## config.mk

```make
export PLATFORM = sky130hd
export DESIGN_NAME = reed_rotation_direction_counter
export DESIGN_NICKNAME = d
export VERILOG_FILES = /design/src/verilog/reed_dir_pkg.sv /design/src/verilog/reed_rotation_direction_counter.sv
export SDC_FILE = /design/constraint.sdc
export NUM_CORES = 1
export LEC_CHECK = 0
export ABC_AREA = 1
export ABC_CLOCK_PERIOD_IN_PS = 2300
export BUFFER_PORTS_ARGS = -buffer_cell sky130_fd_sc_hd__buf_4
export CAP_MARGIN = 20
export CORE_UTILIZATION = 50
export CTS_CLUSTER_DIAMETER = 150
export CTS_CLUSTER_SIZE = 40
export DETAILED_ROUTE_END_ITERATION = 10
export PLACE_DENSITY_LB_ADDON = 0.3
export SETUP_SLACK_MARGIN = 0.4
export SKIP_LAST_GASP = 1
export SLEW_MARGIN = 25
export SYNTH_ARGS = -nofsm -noshare
export SYNTH_HDL_FRONTEND = slang
export SYNTH_SLANG_ARGS = --single-unit
```

## constraint.sdc

```tcl
create_clock -name i_clk -period 2.3 [get_ports i_clk]
set_input_delay 0.46 -clock i_clk [delete_from_list [all_inputs] [get_ports i_clk]]
set_output_delay 0.46 -clock i_clk [all_outputs]
set_load 0.1 [all_outputs]
```

## src/verilog/reed_dir_pkg.sv

```systemverilog
// Purpose: Shared constants and types for the reed rotation direction counter
// Assumes: Two reed switch levels, one system clock
// Notes: Table contents are packed with index 0 in bit 0
package reed_dir_pkg;

  // ----------------------------------------
  // Widths
  // ----------------------------------------
  localparam int CNT_W = 32;
  localparam int IDX_W = 3;

  // ----------------------------------------
  // Lookup tables, bit n holds entry n
  // ----------------------------------------
  localparam logic [7:0] FORWARD_INC_TABLE = 8'h24;
  localparam logic [7:0] BACKWARD_INC_TABLE = 8'h81;
  localparam logic [7:0] NEXT_EDGE_TABLE = 8'h55;

  // ----------------------------------------
  // Armed edge encoding and reset values
  // ----------------------------------------
  localparam logic EDGE_RISING = 1'b1;
  localparam logic EDGE_FALLING = 1'b0;
  localparam logic ARMED_RST = EDGE_FALLING;
  localparam logic [CNT_W-1:0] CNT_RST = 32'h0000_0000;
  localparam logic [CNT_W-1:0] CNT_ONE = 32'h0000_0001;
  localparam logic [1:0] SYNC_RST = 2'h0;
  localparam logic LEVEL_RST = 1'b0;

  // ----------------------------------------
  // Table indices that count, and revolution tracking
  // ----------------------------------------
  localparam logic [IDX_W-1:0] IDX_FWD_FALL = 3'h2;
  localparam logic [IDX_W-1:0] IDX_FWD_RISE = 3'h5;
  localparam logic [IDX_W-1:0] IDX_BWD_FALL = 3'h0;
  localparam logic [IDX_W-1:0] IDX_BWD_RISE = 3'h7;
  localparam int RUN_W = 3;
  localparam logic [RUN_W-1:0] RUN_RST = 3'h0;
  localparam logic [RUN_W-1:0] RUN_ONE = 3'h1;
  localparam logic [RUN_W-1:0] RUN_PER_REV = 3'h4;
  localparam logic [CNT_W-1:0] CNT_PER_REV = 32'h0000_0004;

  // ----------------------------------------
  // Carriers
  // ----------------------------------------
  typedef struct packed {
    logic first_sensor_level;
    logic second_sensor_level;
  } sensor_pair_t;

  typedef struct packed {
    logic [CNT_W-1:0] forward_count;
    logic [CNT_W-1:0] backward_count;
    logic [CNT_W-1:0] net_count;
  } count_bundle_t;

  // Fetch one table entry
  function automatic logic table_bit(input logic [7:0] table_val, input logic [IDX_W-1:0] idx);
    table_bit = table_val[idx];
  endfunction

endpackage

```

## src/verilog/reed_rotation_direction_counter.sv

```systemverilog
// Purpose: Direction aware rotation counter from two quadrature reed switches
// Assumes: Inputs synchronous to i_clk at 10 MHz, debounced by the RC pull-ups
// Notes: Counts wrap at 2^32; net count is two's complement
`timescale 1ns/100ps

module reed_rotation_direction_counter
  import reed_dir_pkg::*;
(
  // Clock and reset
  input wire logic i_clk,
  input wire logic i_rst_b,
  // Reed switch levels
  input wire sensor_pair_t i_sensor,
  // Counts, armed edge flag and evaluation pulse
  output count_bundle_t o_counts,
  output logic o_armed_edge_flag,
  output logic o_eval_pulse
);

  // ----------------------------------------
  // Synchronisers
  // ----------------------------------------
  logic [1:0] first_sync_ff;
  logic [1:0] second_sync_ff;
  logic second_prev_ff;

  always_ff @(posedge i_clk or negedge i_rst_b) begin
    if (!i_rst_b) begin
      first_sync_ff <= SYNC_RST;
      second_sync_ff <= SYNC_RST;
      second_prev_ff <= LEVEL_RST;
    end else begin
      first_sync_ff <= {first_sync_ff[0], i_sensor.first_sensor_level};
      second_sync_ff <= {second_sync_ff[0], i_sensor.second_sensor_level};
      second_prev_ff <= second_sync_ff[1];
    end
  end

  // ----------------------------------------
  // Edge detection and index
  // ----------------------------------------
  logic armed_edge_flag_ff;
  wire logic first_sensor_level = first_sync_ff[1];
  wire logic second_sensor_level = second_sync_ff[1];
  wire logic rise_seen = second_sensor_level & ~second_prev_ff;
  wire logic fall_seen = ~second_sensor_level & second_prev_ff;
  // Only second sensor edges trigger
  wire logic eval = (armed_edge_flag_ff == EDGE_RISING) ? rise_seen : fall_seen;
  wire logic [IDX_W-1:0] idx = {armed_edge_flag_ff, first_sensor_level, second_sensor_level};
  wire logic fwd_inc = table_bit(FORWARD_INC_TABLE, idx);
  wire logic bwd_inc = table_bit(BACKWARD_INC_TABLE, idx);
  wire logic nxt_armed = table_bit(NEXT_EDGE_TABLE, idx);

  // ----------------------------------------
  // Counters
  // ----------------------------------------
  logic [CNT_W-1:0] forward_count_ff;
  logic [CNT_W-1:0] backward_count_ff;
  logic [CNT_W-1:0] net_count_ff;
  wire logic [CNT_W-1:0] nxt_forward = forward_count_ff + (fwd_inc ? CNT_ONE : CNT_RST);
  wire logic [CNT_W-1:0] nxt_backward = backward_count_ff + (bwd_inc ? CNT_ONE : CNT_RST);

  always_ff @(posedge i_clk or negedge i_rst_b) begin
    if (!i_rst_b) begin
      forward_count_ff <= CNT_RST;
      backward_count_ff <= CNT_RST;
      armed_edge_flag_ff <= ARMED_RST;
    end else if (eval) begin
      forward_count_ff <= nxt_forward;
      backward_count_ff <= nxt_backward;
      armed_edge_flag_ff <= nxt_armed;
    end
  end

  // ----------------------------------------
  // Registered outputs
  // ----------------------------------------
  logic eval_ff;
  logic armed_out_ff;

  always_ff @(posedge i_clk or negedge i_rst_b) begin
    if (!i_rst_b) begin
      net_count_ff <= CNT_RST;
      eval_ff <= LEVEL_RST;
      armed_out_ff <= ARMED_RST;
    end else begin
      net_count_ff <= forward_count_ff - backward_count_ff;
      eval_ff <= eval;
      armed_out_ff <= armed_edge_flag_ff;
    end
  end

  assign o_counts.forward_count = forward_count_ff;
  assign o_counts.backward_count = backward_count_ff;
  assign o_counts.net_count = net_count_ff;
  assign o_armed_edge_flag = armed_out_ff;
  assign o_eval_pulse = eval_ff;

  // ----------------------------------------
  // Revolution tracking for the checks
  // ----------------------------------------
  function automatic logic run_restart(input logic [RUN_W-1:0] run);
    run_restart = (run == RUN_RST) || (run == RUN_PER_REV);
  endfunction

  function automatic logic [RUN_W-1:0] run_step(input logic [RUN_W-1:0] run, input logic ev, input logic hit);
    if (!ev) begin
      run_step = run;
    end else if (!hit) begin
      run_step = RUN_RST;
    end else if (run_restart(run)) begin
      run_step = RUN_ONE;
    end else begin
      run_step = run + RUN_ONE;
    end
  endfunction

  logic [RUN_W-1:0] fwd_run_ff;
  logic [RUN_W-1:0] bwd_run_ff;
  logic [CNT_W-1:0] fwd_run_base_ff;
  logic [CNT_W-1:0] fwd_run_other_ff;
  logic [CNT_W-1:0] bwd_run_base_ff;
  logic [CNT_W-1:0] bwd_run_other_ff;
  wire logic fwd_snap = eval & fwd_inc & run_restart(fwd_run_ff);
  wire logic bwd_snap = eval & bwd_inc & run_restart(bwd_run_ff);
  wire logic [RUN_W-1:0] nxt_fwd_run = run_step(fwd_run_ff, eval, fwd_inc);
  wire logic [RUN_W-1:0] nxt_bwd_run = run_step(bwd_run_ff, eval, bwd_inc);

  always_ff @(posedge i_clk or negedge i_rst_b) begin
    if (!i_rst_b) begin
      fwd_run_ff <= RUN_RST;
      bwd_run_ff <= RUN_RST;
    end else begin
      fwd_run_ff <= nxt_fwd_run;
      bwd_run_ff <= nxt_bwd_run;
    end
  end

  always_ff @(posedge i_clk or negedge i_rst_b) begin
    if (!i_rst_b) begin
      fwd_run_base_ff <= CNT_RST;
      fwd_run_other_ff <= CNT_RST;
    end else if (fwd_snap) begin
      fwd_run_base_ff <= forward_count_ff;
      fwd_run_other_ff <= backward_count_ff;
    end
  end

  always_ff @(posedge i_clk or negedge i_rst_b) begin
    if (!i_rst_b) begin
      bwd_run_base_ff <= CNT_RST;
      bwd_run_other_ff <= CNT_RST;
    end else if (bwd_snap) begin
      bwd_run_base_ff <= backward_count_ff;
      bwd_run_other_ff <= forward_count_ff;
    end
  end
endmodule
```

==> results of run 1 <==
## worst max-delay path, stage by stage (launching register included)
cell and delay (ps):
dfrtp_2 450, nor2_4 150, nand2_1 60, o21ai_0 90, ha_2 290, ha_4 180
nand3_4 100, nor2_4 220, inv_1 70, nor2_1 160, xor2_1 190
## metrics by stage
step,std cells,power [uW]
6_report,1389,9730
3_5_place_dp,1349,7710
5_1_grt,1389,10300
4_1_cts,1372,9430
3_3_place_gp,1349,7640
2_1_floorplan,1069,6580
## sequential cells by signal, indices dropped and copies added (netlist names)
| name | flops |
|---|---|
| backward_count_ff | 32 |
| forward_count_ff | 32 |
| net_count_ff | 32 |
| first_sync_ff | 2 |
| second_sync_ff | 2 |
| armed_edge_flag_ff | 1 |
| o_armed_edge_flag | 1 |
| o_eval_pulse | 1 |
| second_prev_ff | 1 |
## cells by family after synthesis
| logic type | after synthesis | share of synthesized area [%] |
|---|---|---|
| xor+xnor | 57 | 6.92 |
| buf+inv | 198 | 10.4 |
| fa+ha+maj | 36 | 6.35 |
| flops | 104 | 36.1 |
| compound gates | 31 | 2.29 |
| simple gates | 643 | 38.0 |
## layout by cell type, fill, tap and decap left out, types with 2 or more instances in the layout
| master | count |
|---|---|
| nand2_1 | 383 |
| ha_1 | 7 |
| xnor2_1 | 8 |
| ha_4 | 14 |
| nand2_4 | 3 |
| nor3_4 | 4 |
| nand2_2 | 31 |
| o21ai_0 | 5 |
| clkbuf_16 | 9 |
| inv_1 | 175 |
| clkinv_2 | 2 |
| buf_4 | 126 |
| xor2_1 | 48 |
| a21oi_1 | 7 |
| buf_12 | 2 |
| inv_8 | 2 |
| dfrtp_1 | 40 |
| nand4_1 | 17 |
| and2_1 | 2 |
| dfrtp_4 | 28 |
| inv_2 | 10 |
| clkinv_4 | 2 |
| nor3_2 | 4 |
| nor2_2 | 19 |
| nand3_2 | 3 |
| nand3_1 | 51 |
| ha_2 | 14 |
| nor2_1 | 77 |
| nor2_4 | 15 |
| a21oi_2 | 15 |
| dfrtp_2 | 36 |
| nor3_1 | 18 |
| nand3b_1 | 6 |
| nand3_4 | 6 |
| o21bai_1 | 2 |
| inv_4 | 8 |
## where the power goes
part           total (uW)  internal (uW)  switching [uW]
registers            2450           2260             191
logic                5660           1430            4230
clock network        1630            860             768
total                9730           4550            5190
## layer usage
metal | part of all wire, % | track usage (%) | up-vias | wire [um]
met1 | 42 | 37.6 | 3369 | 8860
met4 | 4.4 | 15.7 | 0 | 929
met3 | 5.5 | 2.95 | 61 | 1170
li1 | - | - | 3532 | -
met2 | 48 | 47.3 | 262 | 10100
met5 | 0 | 0 | - | 0
## final cells by class
cell class | count | area [um^2]
timing repair buffer | 128 | 986
clock inverter | 7 | 80.1
clock buffer | 9 | 225
fill | 1177 | 4530
multi-input combinational | 767 | 4430
inverter | 194 | 753
sequential | 104 | 2750
tap | 180 | 225
## worst max-delay path by stage
stage                    startpoint                     to  slack [ps]  cells past startpoint
2_1_floorplan  backward_count_ff[2]       net_count_ff[31]         380                     11
3_3_place_gp      second_sync_ff[1]  backward_count_ff[26]         270                     13
3_5_place_dp      second_sync_ff[1]   forward_count_ff[24]         170                     12
4_1_cts          armed_edge_flag_ff  backward_count_ff[16]         240                     12
5_1_grt           second_sync_ff[1]   forward_count_ff[15]         120                     11
6_report          second_sync_ff[1]    forward_count_ff[8]         250                     10
## repair_timing
item                                   4_1_cts  5_1_grt
endpoints found under the hold margin        0        0
setup endpoints to repair                   59       74
setup buffers                                7       17
pin swaps                                   10       20
resized for setup                           32      113
==> metrics.md, run 1 <==
| Metric | Value |
|---|---|
| Final Cycle Share | 89.1% |
| Synth cell types | 32 |
| Drt wl/cell | between 15 and 20 um |
| Slew @ Worst Pin | about 470 ps |
| Crit Reg-Reg Endpoint | forward_count_ff[8] |
| Number of global-route vias before repair | 6616 |
| N_diodes | 0 |
| DR DRC count | 0 |
| Finished Core Util | between 60% and 70% |
| Post-synth top area share | 36.1% |
| Ports | approximately 100 |
| First-pass GRT wire length | ~33 mm |
| R2R cell count | 10 |
| Hold Crit Class | in -> async |
| CTS tree | built |
| Setup Skew | 9.27 ps |
| Worst r2r src | second_sync_ff[1] |
| CP startpoint kind | register |
| H-tree levels | 3 |
| Post-route minimum period | 2050 ps |
| Syn nets | 1109 |
| R2R setup slack | 250 ps |
| Post-synth EDFFs | 0 |
| Placed cell area | 0.00844 mm^2 |
| Outcome | finished clean |
| Highest ir drop seen on vdd | 0.715 mV |
| WP data required | 2580 ps |
| Worst-path clk slew | ~80 ps |
| Commonest cells in the netlist | 411 x nand2_1, 191 x inv_1, 104 x dfrtp_1, 98 x nor2_1, 59 x nand3_1 |
| Sink Count | 104 |
| Critical path type | reg -> reg |
| Largest net degree at the start of global routing | 40 |
| Total Wirelength | between 20 and 25 mm |
| Fmax | 488 MHz |
| Top_reg_cell synth | dfrtp_1 |
| Root Driver | clkbuf_16 |
| Syn Inst Count | ~1100 |
| Die Area | 0.0149 mm^2 |
| Row count | 43 |
| Final-stage net count | 1244 |
| Top-count cell post-synth | nand2_1 |
| IO Port Bufs | slightly above 100 |
| Ys async rst share | 100% |
| Mapped Area | 0.00721 mm^2 |
| Fin. max-slew vios | 0 |
| CP Max Fanout | 5 |
| RD Place Congestion | 0.919 |
| Initial Util | 51.6% |
| Worst Hold Slack | 24.5 ps |
| DP Wirelength | 15.7 mm |
| Initial antenna violation count | 0 |
| Yosys warnings | 0 |
| Antenna Nets Post-Route | 0 |
| DRT Pass-1 Iters | 8 |
| Rel. slew slack | 68.4% |
| Fin area | ~0.0095 mm^2 |
| Critical path endpoint category | register |
| Total gr overflow | 0 |
| Clock Latency Late Sink | approximately 370 ps |
| Hold_buf cts | 0 |
| CTS max path bufs | 2 |
| Synth top area cells | dfrtp_1 36%, nand2_1 21%, inv_1 9.9% |
| Lkg Pwr | between 0.004 and 0.005 uW |
| Share of cells above drive strength 1 | 29.8% |
| Sum Neg Setup Slack | 0 ps |
| Area Overhead vs Synth | 31.1% |
| CTS Buf Count | 9 |
| Post-synth top area cell | dfrtp_1 |
| Syn avg cell area | just under 7 um^2 |
| Via density | about 5.2 |
| Placeable Area | about 0.014 mm^2 |
| Die Y-Extent | 122 um |
| GRT Total Usage | 28.9% |
| Sequential fraction of the synthesis area | 36.1% |
| Post-place setup slack | 172 ps |
| Endpoints failing setup | 0 |
| Die X | ~120 um |
| Setup ws final | 251 ps |
| Crit path DAT | 2330 ps |
| Power Density | 1030 mW/mm^2 |
| Final Hold Fails | 0 |
| Max cap viols | 0 |
| Synth Register Bits | between 100 and 150 |
| Vias | 7224 |
| RSZ-0062 raised after global routing | yes |
| Number of DRC markers in iteration 0 | 560 |
No activity file was read; power rests on OpenSTA's default activity.
==> run 2, diff against run 1 <==
SETUP_SLACK_MARGIN = 0.5   (was 0.4)
==> run 2 against run 1 <==
  * Cell count up 4.3%
  * Power grew 7.4%
  * Count of clock-buffer cells in the layout stayed put
  * Global-route usage up 0.96 points
  * Critical path depth up 3
  * Register-to-register slack worse by 60 ps
  * First-iteration DRC count rose by 8.6%
  * Cell area grew 11%
  * Sequential share of layout area down 2.5 points
  * Die area is the same
  * Clock skew increased by 2.5 ps
  * Critical path type unchanged
  * Largest power group unchanged
==> metrics.md, run 2 (synthesized netlist as in run 1, its figures left out) <==
| Metric | Value |
|---|---|
| Final-stage net count | 1304 (+4.8%) |
| Commonest non-fill, non-tap cells in the layout | 346 x nand2_1, 182 x buf_4, 157 x inv_1 |
| Setup ws final | 189 ps (-62.0 ps) |
| Vias | 7672 (+6.2%) |
| Worst Hold Slack | 194 ps (+170 ps) |
| Ports | 102 (unchanged) |
| Largest net degree at the start of global routing | 39 (-2.5%) |
| RSZ-0062 raised after global routing | yes |
| N_diodes | 0 (unchanged) |
| Number of global-route vias before repair | 6650 (+0.51%) |
| Die X | 122 um (unchanged) |
| Die Y-Extent | 122 um (unchanged) |
| WP data required | 2570 ps (about the same) |
| Critical path endpoint category | register |
| Worst r2r src | second_sync_ff[1] |
| R2R cell count | 13 (+3) |
| Drt wl/cell | 16.4 um (+8.0%) |
| Initial Util | 51.6% (unchanged) |
| Worst hold stages | 1 |
| DRT Pass-1 Iters | 5 (-3) |
| Root Driver | clkbuf_16 |
| Commonest non-fill, non-tap cell in the layout | nand2_1 |
| Crit path top cell by count | nand2_1 |
| Hold Crit Class | in -> reg |
| Highest ir drop seen on vdd | 0.666 mV (-6.8%) |
| Via density | 5.29 (+1.8%) |
| DR DRC count | 0 (unchanged) |
| Outcome | finished clean |
| Crit Reg-Reg Endpoint | backward_count_ff[24] |
| Initial antenna violation count | 0 (unchanged) |
| Max cap viols | 0 (unchanged) |
| H-tree levels | 3 (unchanged) |
| Regs by FF count | backward_count_ff (32), forward_count_ff (32), net_count_ff (32) |
| First-pass GRT wire length | 33.5 mm (+2.9%) |
| Lkg Pwr | 0.00524 uW (+9.0%) |
| IO Port Bufs | 101 (unchanged) |
| WP buf/inv | 2 (+1) |
| Total gr overflow | 0 (unchanged) |
| CTS tree | built |
| Antenna Nets Post-Route | 0 (unchanged) |
| Final Hold Fails | 0 (unchanged) |
| Hold path start | i_sensor[0] |
| Top delay family on crit path | simple AND/OR/NAND/NOR gates |
| Critical path type | reg -> reg |
| CTS max path bufs | 2 (unchanged) |
| R2R setup slack | 190 ps (-60 ps) |
| Area Overhead vs Synth | 45.2% |
| Slowest-stage cell, CP | dfrtp_1 |
| Fin. max-slew vios | 0 (unchanged) |
| Power Density | 998 mW/mm^2 (-3.0%) |
| Die Area | 0.0149 mm^2 (unchanged) |
| Number of DRC markers in iteration 0 | 608 (+8.6%) |
| Setup Skew | 11.8 ps (+2.51 ps) |
| Post-route minimum period | 2110 ps (+62.0 ps) |
| Sum Neg Setup Slack | 0 ps (unchanged) |
| Share of cells above drive strength 1 | 40.1% (+10 points) |
| Slew @ Worst Pin | 494 ps (+20.9 ps) |
| WHS Endpoint | second_sync_ff[0] |
| Fillers | 1025 (-13%) |
| Sink Count | 104 (unchanged) |
| DP Wirelength | 16.2 mm (+3.2%) |
| Worst-path clk slew | 70 ps (about the same) |
| Endpoints failing setup | 0 (unchanged) |
| Fmax | 474 MHz (-2.9%) |
| Crit-path cells | nor2_2 > nor2_1 > a21oi_1 > ha_2 > ha_4 > nand2_4 > nor2_4 > buf_4 > nand2_1 > nor3_4 > nand3_1 > nand2_1 > inv_1 |
| GRT Total Usage | 29.9% (+0.96 points) |
| Final Cycle Share | 91.8% (+2.7 points) |
| CTS Buf Count | 9 (unchanged) |
| CP startpoint kind | register |
| Row count | 43 (unchanged) |
| CP Max Fanout | 4 (-1) |
| Post-place setup slack | 243 ps (+70.3 ps) |
| RD Place Congestion | 0.950 (+3.4%) |
| Rel. slew slack | 67.0% (-1.4 points) |
| Crit path DAT | 2380 ps (+50 ps) |
| Total Wirelength | 23.8 mm (+13%) |
| Placeable Area | 0.0140 mm^2 (unchanged) |
| Clock Latency Late Sink | 370 ps (about the same) |
| Slowest stage delay, CP | 410 ps (-40 ps) |
==> run 2: cell type report <==
cell class              instances  area, um^2  area share (%)
clock buffers                   9         225            2.15
repair buffers                188        1450            13.8
well taps                     180         225            2.15
clock inverters                 7        65.1           0.621
flip-flops and latches        104        2790            26.6
multi-input cells             767        4930            47.1
inverters                     194         786            7.50
==> run 2: what timing repair did <==
action,in CTS,in global routing
hold buffers,1,0
resized for setup,56,187
pin swaps,29,54
endpoints found under the hold margin,19,0
setup buffers,19,61
endpoints found under the setup margin,64,81
==> run 2: layer usage <==
layer,up-vias,global-route usage [%],wire (um)
li1,3634,-,-
met1,3647,38.6,9360
met2,317,50.2,12000
met3,74,3.28,1450
met4,0,13.6,959
met5,-,0,0
==> run 2: where the power goes <==
group / internal (uW) / total, uW / leakage, uW / switching, uW
Sequential: 2260 / 2410 / 0.00124 / 148
Clock: 758 / 1540 / 0.000137 / 787
Combinational: 1840 / 6510 / 0.00386 / 4660
Total: 4860 / 10500 / 0.00524 / 5600
==> run 2: worst max-delay path by stage <==
stage,end,slack [ps],cells past startpoint,startpoint
2_1_floorplan,backward_count_ff[26],410,13,second_sync_ff[1]
3_3_place_gp,backward_count_ff[26],290,13,second_sync_ff[1]
3_5_place_dp,backward_count_ff[26],240,13,second_sync_ff[1]
4_1_cts,backward_count_ff[20],270,12,armed_edge_flag_ff
5_1_grt,backward_count_ff[26],70,13,second_sync_ff[1]
6_report,backward_count_ff[24],190,13,second_sync_ff[1]
==> run 2: stage by stage <==
stage               instance area [um^2]  util (%)  std cells  total power, uW
floorplan                           7690         -       1069             6640
global placement                    8710      62.3       1352             7700
detailed placement                  8710      62.3       1352             7790
CTS                                 9390      67.1       1388             9580
global route                       10500      74.9       1449            10900
finish                             10500      74.9       1449            10500
==> run 2: worst register-to-register path: stages, from the launching register on <==
cell,delay [ps]
dfrtp_1,410
nor2_2,160
nor2_1,50
a21oi_1,140
ha_2,250
ha_4,170
nand2_4,50
nor2_4,140
buf_4,140
nand2_1,80
nor3_4,200
nand3_1,110
nand2_1,80
inv_1,40
